**src/pkg/eac_pkg.sv**
```systemverilog
// Constants for the EEPROM access control block.
// Assumes a byte-wide register port from the processor core.
package eac_pkg;

  // ****************************************************************
  // Register addresses and field positions
  // ****************************************************************
  localparam logic [1:0] ADDR_CONTROL   = 2'h0;
  localparam logic [1:0] ADDR_DATA      = 2'h1;
  localparam logic [1:0] ADDR_ADDR_LOW  = 2'h2;
  localparam logic [1:0] ADDR_ADDR_HIGH = 2'h3;

  localparam int BIT_READ_STROBE  = 0;
  localparam int BIT_WRITE_STROBE = 1;
  localparam int BIT_ARM          = 2;
  localparam int BIT_READY_IE     = 3;
  localparam int BIT_MODE_LO      = 4;
  localparam int BIT_MODE_HI      = 5;

  localparam logic [1:0] MODE_RESET   = 2'h0;
  localparam logic [7:0] DATA_RESET   = 8'h00;
  localparam int         ADDR_WIDTH   = 11;

  // ****************************************************************
  // Timing
  // ****************************************************************
  localparam int ARM_WINDOW_CYCLES  = 4;
  localparam int WRITE_STALL_CYCLES = 2;
  localparam int READ_STALL_CYCLES  = 4;
  localparam int WRITE_OSC_CYCLES   = 26368;

  // ****************************************************************
  // Modes
  // ****************************************************************
  typedef enum logic [1:0] {
    EAC_ERASE_WRITE = 2'h0,
    EAC_ERASE_ONLY  = 2'h1,
    EAC_WRITE_ONLY  = 2'h2,
    EAC_MODE_RSVD   = 2'h3
  } eac_mode_t;

endpackage

```
**src/hw/eac_top.sv**
```systemverilog
// EEPROM access control: control, address and data registers, write
// timing, read strobe and CPU stall.
// Assumes core-side inputs on CORE_CLK; OSC_TICK is a one-cycle enable
// from the calibrated oscillator divider on the same clock.
`timescale 1ns/1ps
module eac_top
  import eac_pkg::*;
#(
  parameter int WRITE_TICKS = WRITE_OSC_CYCLES
)(
  input  wire logic                        CORE_CLK,
  input  wire logic                        NRST,
  input  wire logic                        REG_WE,
  input  wire logic                        REG_RE,
  input  wire logic [1:0]                  REG_ADDR,
  input  wire logic [7:0]                  REG_WDATA,
  input  wire logic                        GLOBAL_IE,
  input  wire logic                        FLASH_SELFPROG_ENABLE,
  input  wire logic                        OSC_TICK,
  input  wire logic [7:0]                  NV_RDATA,
  output logic      [7:0]                  REG_RDATA,
  output logic                             CPU_STALL,
  output logic                             READY_IRQ,
  output logic                             NV_WRITE_START,
  output logic      [1:0]                  NV_MODE,
  output logic      [eac_pkg::ADDR_WIDTH-1:0] NV_ADDRESS,
  output logic      [7:0]                  NV_WDATA
);
  import eac_pkg::*;

  logic [1:0]            prog_mode_field;
  logic                  ready_irq_enable;
  logic                  master_write_arm;
  logic                  write_strobe_alias;
  logic                  read_strobe;
  logic [ADDR_WIDTH-1:0] nv_address;
  logic [7:0]            nv_data;
  logic [2:0]            arm_count;
  logic [2:0]            stall_count;
  logic [15:0]           write_ticks;
  logic                  ctl_we;
  logic                  start_write;
  logic                  do_read;

  // ****************************************************************
  // Register write decode
  // ****************************************************************
  assign ctl_we      = REG_WE && REG_ADDR == ADDR_CONTROL;
  assign start_write = ctl_we && REG_WDATA[BIT_WRITE_STROBE] && master_write_arm
                       && !write_strobe_alias && !FLASH_SELFPROG_ENABLE;
  assign do_read     = ctl_we && REG_WDATA[BIT_READ_STROBE] && !write_strobe_alias;

  // Mode survives reset while the cell is still being programmed
  always_ff @(posedge CORE_CLK)
  begin
    if (!NRST && !write_strobe_alias)
      prog_mode_field <= MODE_RESET;
    else if (NRST && ctl_we && !write_strobe_alias)
      prog_mode_field <= REG_WDATA[BIT_MODE_HI:BIT_MODE_LO];
  end

  always_ff @(posedge CORE_CLK)
  begin
    if (!NRST)
      ready_irq_enable <= 1'b0;
    else if (ctl_we)
      ready_irq_enable <= REG_WDATA[BIT_READY_IE];
  end

  // ****************************************************************
  // Arm window
  // ****************************************************************
  always_ff @(posedge CORE_CLK)
  begin
    if (!NRST)
    begin
      master_write_arm <= 1'b0;
      arm_count        <= 3'h0;
    end
    else if (ctl_we && REG_WDATA[BIT_ARM] && !REG_WDATA[BIT_WRITE_STROBE])
    begin
      master_write_arm <= 1'b1;
      arm_count        <= 3'(ARM_WINDOW_CYCLES);
    end
    else if (start_write)
      master_write_arm <= 1'b0;
    else if (arm_count != 3'h0)
    begin
      arm_count <= arm_count - 3'h1;
      if (arm_count == 3'h1)
        master_write_arm <= 1'b0;
    end
  end

  // ****************************************************************
  // Write timing; a write in progress is finished even across reset
  // ****************************************************************
  always_ff @(posedge CORE_CLK)
  begin
    if (start_write && NRST)
    begin
      write_strobe_alias <= 1'b1;
      write_ticks        <= 16'(WRITE_TICKS);
    end
    else if (write_strobe_alias)
    begin
      if (OSC_TICK)
      begin
        write_ticks <= write_ticks - 16'h1;
        if (write_ticks == 16'h1)
          write_strobe_alias <= 1'b0;
      end
    end
    else if (!NRST)
    begin
      write_strobe_alias <= 1'b0;
      write_ticks        <= 16'h0;
    end
  end

  // Read strobe is seen only for one cycle; busy reads vanish
  always_ff @(posedge CORE_CLK)
  begin
    if (!NRST)
      read_strobe <= 1'b0;
    else
      read_strobe <= do_read;
  end

  // ****************************************************************
  // Address and data
  // ****************************************************************
  always_ff @(posedge CORE_CLK)
  begin
    if (REG_WE && !write_strobe_alias && REG_ADDR == ADDR_ADDR_LOW)
      nv_address[7:0] <= REG_WDATA;
    else if (REG_WE && !write_strobe_alias && REG_ADDR == ADDR_ADDR_HIGH)
      nv_address[ADDR_WIDTH-1:8] <= REG_WDATA[ADDR_WIDTH-9:0];
  end

  always_ff @(posedge CORE_CLK)
  begin
    if (!NRST)
      nv_data <= DATA_RESET;
    else if (do_read)
      nv_data <= NV_RDATA;
    else if (REG_WE && REG_ADDR == ADDR_DATA)
      nv_data <= REG_WDATA;
  end

  // ****************************************************************
  // CPU stall
  // ****************************************************************
  always_ff @(posedge CORE_CLK)
  begin
    if (!NRST)
      stall_count <= 3'h0;
    else if (do_read)
      stall_count <= 3'(READ_STALL_CYCLES - 1);
    else if (start_write)
      stall_count <= 3'(WRITE_STALL_CYCLES - 1);
    else if (stall_count != 3'h0)
      stall_count <= stall_count - 3'h1;
  end

  always_ff @(posedge CORE_CLK)
  begin
    if (!NRST)
      CPU_STALL <= 1'b0;
    else
      CPU_STALL <= do_read || start_write || stall_count != 3'h0;
  end

  // ****************************************************************
  // Outputs
  // ****************************************************************
  always_ff @(posedge CORE_CLK)
  begin
    if (!NRST)
      READY_IRQ <= 1'b0;
    else
      READY_IRQ <= ready_irq_enable && GLOBAL_IE && !write_strobe_alias
                   && !start_write && !FLASH_SELFPROG_ENABLE;
  end

  always_ff @(posedge CORE_CLK)
  begin
    if (!NRST)
      NV_WRITE_START <= 1'b0;
    else
      NV_WRITE_START <= start_write;
  end

  always_ff @(posedge CORE_CLK)
  begin
    NV_MODE    <= prog_mode_field;
    NV_ADDRESS <= nv_address;
    NV_WDATA   <= nv_data;
  end

  always_ff @(posedge CORE_CLK)
  begin
    if (!NRST)
      REG_RDATA <= 8'h00;
    else if (REG_RE)
      unique case (REG_ADDR)
        ADDR_CONTROL:   REG_RDATA <= {2'b00, prog_mode_field, ready_irq_enable,
                                      master_write_arm, write_strobe_alias,
                                      read_strobe};
        ADDR_DATA:      REG_RDATA <= nv_data;
        ADDR_ADDR_LOW:  REG_RDATA <= nv_address[7:0];
        ADDR_ADDR_HIGH: REG_RDATA <= {5'h00, nv_address[ADDR_WIDTH-1:8]};
      endcase
  end

endmodule

```
**config.mk**
```make
export PLATFORM = sky130hd
export DESIGN_NAME = eac_top
export DESIGN_NICKNAME = d
export VERILOG_FILES = /design/src/pkg/eac_pkg.sv /design/src/hw/eac_top.sv
export SDC_FILE = /design/constraint.sdc
export NUM_CORES = 1
export LEC_CHECK = 0
export BUFFER_PORTS_ARGS = -buffer_cell sky130_fd_sc_hd__buf_2
export CORE_UTILIZATION = 37
export CTS_CLUSTER_DIAMETER = 80
export CTS_CLUSTER_SIZE = 10
export DETAILED_ROUTE_END_ITERATION = 8
export PLACE_DENSITY_LB_ADDON = 0.08
export SLEW_MARGIN = 20
export SYNTH_ARGS = -nofsm -noshare
export SYNTH_HDL_FRONTEND = slang
export SYNTH_SLANG_ARGS = --single-unit
```
**constraint.sdc**
```tcl
create_clock -name CORE_CLK -period 2 [get_ports CORE_CLK]
set_input_delay 0.4 -clock CORE_CLK [delete_from_list [all_inputs] [get_ports CORE_CLK]]
set_output_delay 0.4 -clock CORE_CLK [all_outputs]
set_load 0.02 [all_outputs]
```
==> summary.md, run 1 <==
| Metric | Value |
|---|---|
| Outcome | finished, final reports clean |
| Hold Vio Cnt, Final | 0 |
| Post-synthesis adder-cell area fraction | 0.0285 |
| Synth Area in XOR/XNOR | 0.0171 |
| Post-CTS Hold Buffers | 0 |
| CTS max path bufs | 2 |
| Root Driver | clkbuf_8 |
| Commonest cells after routing, fill and taps aside | dfxtp_1, buf_2, nor2_1 |
| Util after Layout | 0.479 |
| Initial DRC count | 110 |
| Initial antenna violation count | 0 |
| Synth Area in Compound Gates | 0.117 |
| Layout cells sized above 1 | 0.270 |
| Seq/Total Area, Yosys | 0.550 |
| GR Util All Layers | 0.179 |
| TritonCTS clock tree | built |
| Routed wire length per instance | 15.0 um |
| Cells after synthesis | 292 |
| Vias per std cell | ~5.2 |
| Chip height | roughly 93 um |
| Syn-to-layout area delta | 22.9% |
| Die W | around 93 um |
| Final Setup Violations | 0 |
| Final nets | between 300 and 400 |
| Clock-pin slew on the worst setup and hold paths | approximately 90 ps |
| Cell Rows | 32 |
| First-pass GRT wire length | ~12000 um |
| Cells resized by post-CTS repair | 0 |
| Setup Buffers After CTS | 0 |
| Fmax | roughly 560 MHz |
| Synthesized net count | 324 |
| IO Count | 57 |
| Yosys top cell area share | 0.443 |
| Initial Util | 0.390 |
| Data required time at the worst endpoint | ~2300 ps |
| Pre-antenna DRT Iters | 4 |
| Clock Latency Late Sink | roughly 350 ps |
| Max-cap violations | 0 |
| Post-synth EDFFs | 11 |
| Detailed Route WL | 7030 um |
| Ys Warns | 0 |
| Hold Crit Class | in -> reg |
| Total power | between 0.003 and 0.004 W |
| Worst-Margin Slew | approximately 740 ps |
| DRT antenna net count | 0 |
| Slew HR | 0.509 |
| CTS HTree Levels | 3 |
| Largest net degree at the start of global routing | 22 |
| Ys async rst share | 0 |
| Synth area leaders | dfxtp_1, edfxtp_1, nor2_1, mux2i_1, ha_1 |
| Cell accounting for the most synthesized area | dfxtp_1 |
| Final WS setup | ~200 ps |
| Synth Flop Type | dfxtp_1 |
| PD cells | roughly 1000 mW/mm2 |
| FF+latch count, synth | approximately 80 |
| Gpl congestion | between 0.7 and 0.8 |
| Period minus WS final | 1800 ps |
| Vias in the first global route | 2304 |
| Worst hold slack | 240 ps |
| Most common cell after layout, fill and taps aside | dfxtp_1 |
| Critical path fanouts, max | 6 |
| Setup CP Type | reg -> reg |
| Mux cell area share after synthesis | 0.0586 |
| Core ar. | roughly 0.008 mm2 |
| Total grt overflow | 0 |
| Syn_area_per_cell | between 10 and 15 um2 |
| RSZ-0062 raised after global routing | no |
| VDD IR-drop max | around 0.55 mV |
| CTS buffer count | 9 |
| Synthesized area | between 0.003 and 0.004 mm2 |
| Setup crit start kind | flip-flop |
| Detailed Place HPWL | 5140 um |
| Critical path arrival | ~2100 ps |
| Port Buffers | 56 |
| # diodes | 0 |
| Vias | around 2400 |
| LEAKAGE | about 1.6 nW |
| Slew Limit Fails | 0 |
| DIE AREA | about 0.0087 mm2 |
| Final clock skew | just under 7 ps |
| DRC | 0 |
| Place WS | 207 ps |
| Clock Sinks | between 70 and 80 |
| Setup tns final | 0 ps |
| Final worst path period share | 0.898 |
| Distinct cells, synth | 54 |
| Largest family of logic cells by synthesized area | simple AND/OR/NAND/NOR gates |
| CP Capture Type | flip-flop |
| Simple-gate share of the synthesized area | 0.194 |
-- sequential cells by signal, indices dropped and copies added (netlist names) --
register / count
write_ticks: 16
NV_MODE: 2
ready_irq_enable: 1
prog_mode_field: 2
stall_count: 3
READY_IRQ: 1
NV_ADDRESS: 11
arm_count: 3
nv_data: 8
master_write_arm: 1
NV_WRITE_START: 1
CPU_STALL: 1
REG_RDATA: 8
read_strobe: 1
write_strobe_alias: 1
nv_address: 11
NV_WDATA: 8
-- power breakdown --
part / total, W / switching (W) / internal [W]
Combinational: 0.000661 / 0.000363 / 0.000298
Clock: 0.00144 / 0.000602 / 0.000841
Sequential: 0.00182 / 0.0000817 / 0.00174
-- Yosys cell counts (2+ instances only) --
master and instances:
ha_1 7, nor2_1 37, o211ai_1 3, inv_1 9
o21ai_0 3, nand2b_1 3, a211oi_1 6, and3_1 3
mux4_2 3, a32oi_1 3, nand3_1 13, a22oi_1 2
or3_1 4, or4_1 3, a22o_1 2, dfxtp_1 68
nor2b_1 4, nand3b_1 4, xnor2_1 3, mux2_2 2
nor4_4 3, a31oi_1 4, xor2_1 3, nor3_1 6
nand4b_1 3, buf_2 3, mux2i_1 9, clkbuf_1 9
a311oi_1 4, nand2_1 17, edfxtp_1 11, a21oi_1 16
-- final timing paths --
kind         slack (ps)              end      startpoint  depth (start not counted)
min                 240    nv_address[7]    REG_WDATA[7]                          1
max                 200  write_ticks[12]  write_ticks[0]                          6
max reg2reg         200  write_ticks[12]  write_ticks[0]                          6
min reg2reg         370      NV_WDATA[7]      nv_data[7]                          0
-- cell families after synthesis --
group                      after synthesis
DFF                                     79
xor gates and xnor gates                 6
adders and majority gates                7
and+or+nand+nor                        110
muxes                                   14
AOI/OAI and AO/OA                       52
buffers and inverters                   24
-- per-layer routing --
layer | track usage | vias up | wire length, um
met1 | 0.242 | 1156 | 3470
met5 | 0 | - | 0
met4 | 0.0615 | 0 | 100
li1 | - | 1197 | -
met3 | 0.0366 | 9 | 267
met2 | 0.283 | 55 | 3190
-- area by class of cell --
cell class | count | area [um2]
Multi-Input combinational cell | 189 | 1280
Tap cell | 102 | 128
Clock inverter | 6 | 118
Sequential cell | 79 | 1690
Fill cell | 773 | 4110
Clock buffer | 10 | 128
Timing Repair Buffer | 72 | 400
Inverter | 10 | 37.5
-- stage by stage --
step | cell area [um2] | instances
CTS | 3780 | 468
floorplan | 3080 | 292
global route | 3780 | 468
detailed placement | 3540 | 452
global placement | 3540 | 452
finish | 3780 | 468
-- worst max-delay path, stage by stage (launching register included) --
cell	delay, ps
dfxtp_1	360
inv_1	100
ha_1	140
and3_1	270
nand4_1	240
or4_1	470
a21oi_1	140
No activity file was read; power rests on OpenSTA's default activity.
==> run 2: changes to the inputs <==
CORE_UTILIZATION = 36   (was 37)
GPL_ROUTABILITY_DRIVEN = 0   (was unset)
==> summary.md, run 2 (same netlist as run 1, synthesis figures left out) <==
| Metric | Value |
|---|---|
| Slew Limit Fails | 0 (unchanged) |
| Slowest stage cell, crit path | nor4_4 (was or4_1) |
| Worst R2R Start | write_ticks[4] (was write_ticks[0]) |
| Setup tns final | 0 ps (unchanged) |
| Final WS setup | 237 ps (was 204 ps) |
| First-pass GRT wire length | 11800 um (was 11700 um) |
| LEAKAGE | 1.60 nW (was 1.58 nW) |
| Setup crit start kind | flip-flop (unchanged) |
| Reg2reg end | write_ticks[11] (was write_ticks[12]) |
| Clock-pin slew on the worst setup and hold paths | 80 ps (was 90 ps) |
| Final worst path period share | 0.881 (was 0.898) |
| Max incr delay on CP | 440 ps (was 470 ps) |
| Vias | 2383 (was 2417) |
| Critical path arrival | 2010 ps (was 2080 ps) |
| Outcome | finished, final reports clean (unchanged) |
| Inst Count DP | 458 (was 452) |
| Cells resized by post-CTS repair | 0 (unchanged) |
| Cell Rows | 33 (was 32) |
| R2R Setup Slk | 240 ps (was 200 ps) |
| Worst R2R Path Depth | 4 (was 6) |
| Multi-input gate area | 0.00128 mm2 (unchanged) |
| Syn-to-layout area delta | 23.6% (was 22.9%) |
| Clock Sinks | 79 (unchanged) |
| Total grt overflow | 0 (unchanged) |
| Layout cells sized above 1 | 0.274 (was 0.270) |
| Largest net degree at the start of global routing | 22 (unchanged) |
| Hold depth | 1 (unchanged) |
| RSZ-0062 raised after global routing | no (unchanged) |
| Initial Util | 0.372 (was 0.390) |
| Hold Crit Class | in -> reg (unchanged) |
| CP cell instances | nor4_4 -> o2111ai_1 -> or3_1 -> a211oi_1 (was inv_1 -> ha_1 -> and3_1 -> nand4_1 -> or4_1 -> a21oi_1) |
| Detailed Place HPWL | 5290 um (was 5140 um) |
| Fmax | 567 MHz (was 557 MHz) |
| Hold Path End | nv_address[7] (unchanged) |
| Worst-Margin Slew | 798 ps (was 735 ps) |
| Die W | 94.4 um (was 93.2 um) |
| Met2 Use GR | 0.268 (was 0.283) |
| Slew HR | 0.468 (was 0.509) |
| Chip height | 94.4 um (was 93.2 um) |
| Detailed Route WL | 7270 um (was 7030 um) |
| Final Setup Violations | 0 (unchanged) |
| Vias in the first global route | 2306 (was 2304) |
| Port Buffers | 56 (unchanged) |
| VDD IR-drop max | 0.443 mV (was 0.548 mV) |
| Reg with most FFs | write_ticks (unchanged) |
| Pre-antenna DRT Iters | 4 (unchanged) |
| Vias per std cell | 5.03 (was 5.16) |
| CTS HTree Levels | 3 (unchanged) |
| Period minus WS final | 1760 ps (was 1800 ps) |
| Post-CTS Hold Buffers | 0 (unchanged) |
| DRT antenna net count | 0 (unchanged) |
| Delay-heaviest family, CP | simple AND/OR/NAND/NOR gates (unchanged) |
| Place WS | 109 ps (was 207 ps) |
| Initial antenna violation count | 0 (unchanged) |
| Placed cell area | 0.00356 mm2 (was 0.00354 mm2) |
| Root Driver | clkbuf_8 (unchanged) |
| Critical path fanouts, max | 5 (was 6) |
| Core ar. | 0.00826 mm2 (was 0.00789 mm2) |
| CTS max path bufs | 2 (unchanged) |
| Initial DRC count | 81 (was 110) |
| Met1 GRT Util | 0.248 (was 0.242) |
| PD cells | 1030 mW/mm2 (was 1040 mW/mm2) |
| Setup CP Type | reg -> reg (unchanged) |
| Top Registers | write_ticks x16, NV_ADDRESS x11, nv_address x11 (unchanged) |
| CP Capture Type | flip-flop (unchanged) |
| Top Usage Layer GRT | met2 (unchanged) |
| Largest register FFs | 16 (unchanged) |
| Final clock skew | 10.8 ps (was 6.89 ps) |
| DIE AREA | 0.00892 mm2 (was 0.00868 mm2) |
| Worst Path Buf+Inv | 0 (was 1) |
| Routed wire length per instance | 15.3 um (was 15.0 um) |
| Clock Latency Late Sink | 350 ps (about the same) |
| Final non-filler cell total | 474 (was 468) |
| Seq. cell area | 0.00169 mm2 (unchanged) |
| Hold Vio Cnt, Final | 0 (unchanged) |
| Data required time at the worst endpoint | 2250 ps (was 2280 ps) |
| Commonest cells after routing, fill and taps aside | dfxtp_1, buf_2, nor2_1 (unchanged) |
| Post-route cell area | 0.00380 mm2 (was 0.00378 mm2) |
| Hold path startpoint | REG_WDATA[7] (unchanged) |
| Max-cap violations | 0 (unchanged) |
| # diodes | 0 (unchanged) |
| TritonCTS clock tree | built (unchanged) |
| Final nets | 396 (was 393) |
| Setup Buffers After CTS | 0 (unchanged) |
| Total power | 0.00390 W (was 0.00393 W) |
| Routing usage on met3 | 0.0362 (was 0.0366) |
| IO Count | 57 (unchanged) |
| Number of fill cells | 829 (was 773) |
| CTS buffer count | 9 (unchanged) |
| DRC | 0 (unchanged) |
| Most common cell after layout, fill and taps aside | dfxtp_1 (unchanged) |
| GR Util All Layers | 0.177 (was 0.179) |
==> run 2: cell types whose count changed in the layout (fill, tap and decap cells not counted) <==
cell | previous run | this run
inv_8 | 1 | 0
clkinvlp_4 | 1 | 0
clkinv_4 | 1 | 2
buf_4 | 16 | 19
clkbuf_1 | 1 | 2
==> run 2: layout make-up <==
class,instances,share of cell area
sequential,79,0.445
multi-input combinational,189,0.336
timing repair buffer,75,0.111
clock buffer,11,0.0346
tap,105,0.0346
clock inverter,5,0.0283
inverter,10,0.00987
==> run 2: worst max path at each step <==
stage	startpoint	to	cells after the start
6_report	write_ticks[4]	write_ticks[11]	4
5_1_grt	write_ticks[4]	write_ticks[11]	4
4_1_cts	write_ticks[4]	write_ticks[11]	4
3_5_place_dp	REG_ADDR[1]	arm_count[2]	5
3_3_place_gp	REG_ADDR[1]	arm_count[2]	5
2_1_floorplan	REG_WE	arm_count[0]	6
==> run 2: stage by stage <==
stage	utilization	hold WS, ps
floorplan	-	343
global placement	0.431	357
detailed placement	0.431	357
CTS	0.460	230
global route	0.460	236
finish	0.460	243
==> run 2: where the power goes <==
part	internal, W	switching, W	total (W)
Clock	0.000835	0.000579	0.00141
Combinational	0.000300	0.000363	0.000663
Sequential	0.00174	0.0000852	0.00183
Total	0.00288	0.00103	0.00390
==> run 2: metal layers <==
layer  up-vias  part of all wire
met4         0             0.011
met5         -                 0
met3         8             0.048
li1       1191                 -
met1      1126              0.50
met2        58              0.44
==> run 3: changes to the inputs <==
BUFFER_PORTS_ARGS = unset   (was -buffer_cell sky130_fd_sc_hd__buf_2)
DONT_BUFFER_PORTS = 1   (was unset)
==> summary.md, run 3 (same netlist as run 1, synthesis figures left out) <==
| Metric | Value |
|---|---|
| Max-cap violations | 0 (unchanged) |
| Setup CP Type | reg -> reg (unchanged) |
| Largest net degree at the start of global routing | 22 (unchanged) |
| Detailed Route WL | 7180 um (was 7270 um) |
| CTS max path bufs | 2 (unchanged) |
| Vias in the first global route | 2115 (was 2306) |
| Final Setup Violations | 0 (unchanged) |
| Hold depth | 1 (unchanged) |
| PD cells | 1060 mW/mm2 (was 1030 mW/mm2) |
| Util after Layout | 0.418 (was 0.460) |
| Reg2reg end | write_ticks[12] (was write_ticks[11]) |
| Initial DRC count | 66 (was 81) |
| GR Util All Layers | 0.175 (was 0.177) |
| DRT antenna net count | 0 (unchanged) |
| Logic pwr share | 0.143 (was 0.170) |
| CTS HTree Levels | 3 (unchanged) |
| Number of fill cells | 841 (was 829) |
| Outcome | finished, final reports clean (unchanged) |
| Data required time at the worst endpoint | 2270 ps (was 2250 ps) |
| Hold Path End | REG_RDATA[6] (was nv_address[7]) |
| Hold Vio Cnt, Final | 0 (unchanged) |
| Period minus WS final | 1750 ps (was 1760 ps) |
| Final clock skew | 10.6 ps (was 10.8 ps) |
| Initial antenna violation count | 0 (unchanged) |
| Total grt overflow | 0 (unchanged) |
| Clock Latency Late Sink | 350 ps (about the same) |
| Root Driver | clkbuf_8 (unchanged) |
| Worst-Margin Slew | 478 ps (was 798 ps) |
| R2R Setup Slk | 250 ps (was 240 ps) |
| VDD IR-drop max | 0.321 mV (was 0.443 mV) |
| Internal power | 0.00265 W (was 0.00288 W) |
| Clock Sinks | 79 (unchanged) |
| Worst R2R Start | write_strobe_alias (was write_ticks[4]) |
| Switching part of the total | 0.276 (was 0.263) |
| Commonest cells after routing, fill and taps aside | dfxtp_1, nor2_1, nand2_1 (was dfxtp_1, buf_2, nor2_1) |
| Layout cells sized above 1 | 0.134 (was 0.274) |
| Worst R2R Path Depth | 4 (unchanged) |
| Worst hold slack | 128 ps (was 243 ps) |
| Hold Crit Class | in -> reg (unchanged) |
| Flop pwr share | 0.513 (was 0.468) |
| Hold path startpoint | REG_RE (was REG_WDATA[7]) |
| Slew Limit Fails | 0 (unchanged) |
| Pre-antenna DRT Iters | 4 (unchanged) |
| Reg with most FFs | write_ticks (unchanged) |
| Routed wire length per instance | 17.4 um (was 15.3 um) |
| Largest register FFs | 16 (unchanged) |
| Vias per std cell | 5.33 (was 5.03) |
| Fmax | 570 MHz (was 567 MHz) |
| IO Count | 57 (unchanged) |
| Vias | 2195 (was 2383) |
| Initial Util | 0.372 (unchanged) |
| TritonCTS clock tree | built (unchanged) |
| Setup Buffers After CTS | 0 (unchanged) |
| Cells resized by post-CTS repair | 0 (unchanged) |
| Setup crit start kind | flip-flop (unchanged) |
| Post-route cell area | 0.00345 mm2 (was 0.00380 mm2) |
| Chip height | 94.4 um (unchanged) |
| Core ar. | 0.00826 mm2 (unchanged) |
| DRC | 0 (unchanged) |
| Detailed Place HPWL | 5080 um (was 5290 um) |
| Setup tns final | 0 ps (unchanged) |
| Critical path fanouts, max | 11 (was 5) |
| Port Buffers | 0 (was 56) |
| First-pass GRT wire length | 11500 um (was 11800 um) |
| Die W | 94.4 um (unchanged) |
| Post-CTS Hold Buffers | 0 (unchanged) |
| Syn-to-layout area delta | 12.2% (was 23.6%) |
| Cell Rows | 33 (unchanged) |
| # diodes | 0 (unchanged) |
| DIE AREA | 0.00892 mm2 (unchanged) |
| CTS buffer count | 9 (unchanged) |
| Final worst path period share | 0.877 (was 0.881) |
| Placed cell area | 0.00324 mm2 (was 0.00356 mm2) |
| Clock-pin slew on the worst setup and hold paths | 90 ps (was 80 ps) |
| CP Capture Type | flip-flop (unchanged) |
| RSZ-0062 raised after global routing | no (unchanged) |
| LEAKAGE | 1.31 nW (was 1.60 nW) |
| Top Registers | write_ticks x16, NV_ADDRESS x11, nv_address x11 (unchanged) |
| Slew HR | 0.679 (was 0.468) |
| Psw | 0.00101 W (was 0.00103 W) |
| Critical path arrival | 2030 ps (was 2010 ps) |
| Clk pwr share | 0.345 (was 0.362) |
| Most common cell after layout, fill and taps aside | dfxtp_1 (unchanged) |
| Final nets | 334 (was 396) |
## run 3: cell types whose count changed in the layout (fill, tap and decap cells not counted)
| cell | change |
|---|---|
| clkinvlp_4 | +1 |
| inv_6 | +2 |
| bufinv_16 | -2 |
| clkbuf_1 | -2 |
| buf_4 | -6 |
| buf_2 | -56 |
| inv_4 | +1 |
| clkinv_4 | -2 |
| clkbuf_8 | +2 |
## run 3: layout make-up
| cell class | count | area [um2] | share of cell area |
|---|---|---|---|
| Inverter | 10 | 37.5 | 0.0109 |
| Clock inverter | 5 | 61.3 | 0.0178 |
| Multi-Input combinational cell | 189 | 1280 | 0.371 |
| Clock buffer | 11 | 151 | 0.0439 |
| Timing Repair Buffer | 13 | 97.6 | 0.0283 |
| Sequential cell | 79 | 1690 | 0.490 |
| Tap cell | 105 | 131 | 0.0381 |
## run 3: how the worst max path moves through the flow
stage | from | endpoint | slack (ps) | cells after the start
global route | write_strobe_alias | write_ticks[12] | 130 | 4
global placement | REG_ADDR[1] | stall_count[2] | 210 | 4
floorplan | REG_WE | arm_count[0] | 260 | 6
CTS | write_strobe_alias | write_ticks[12] | 260 | 4
detailed placement | REG_ADDR[1] | stall_count[2] | 170 | 4
finish | write_strobe_alias | write_ticks[12] | 250 | 4
## run 3: routing by layer
metal | up-vias | global-route usage | part of all wire
met5 | - | 0 | 0
li1 | 1074 | - | -
met2 | 54 | 0.262 | 0.44
met1 | 1062 | 0.239 | 0.49
met3 | 5 | 0.0523 | 0.061
met4 | 0 | 0.0577 | 0.0099
## run 3: stage by stage
| stage | worst slack (ps) | power, W | cells |
|---|---|---|---|
| 5_1_grt | 132 | 0.00387 | 412 |
| 4_1_cts | 256 | 0.00371 | 412 |
| 6_report | 247 | 0.00366 | 412 |
| 3_3_place_gp | 207 | 0.00244 | 396 |
| 2_1_floorplan | 260 | 0.00233 | 292 |
| 3_5_place_dp | 165 | 0.00244 | 396 |
## run 3: power by group through the flow
stage / clock network (W) / logic [W] / registers [W]
final: 0.00126 / 0.000523 / 0.00188
after global routing: 0.00137 / 0.000596 / 0.00190
after CTS: 0.00130 / 0.000529 / 0.00188
after detailed placement: 0 / 0.000525 / 0.00192
after global placement: 0 / 0.000524 / 0.00192
after floorplan: 0 / 0.000445 / 0.00189
## run 3: worst max-delay path, stage by stage (launching register included)
cell     delay, ps
dfxtp_1        600
and3_1         250
nand4_1        230
or4_1          460
a21oi_1        140
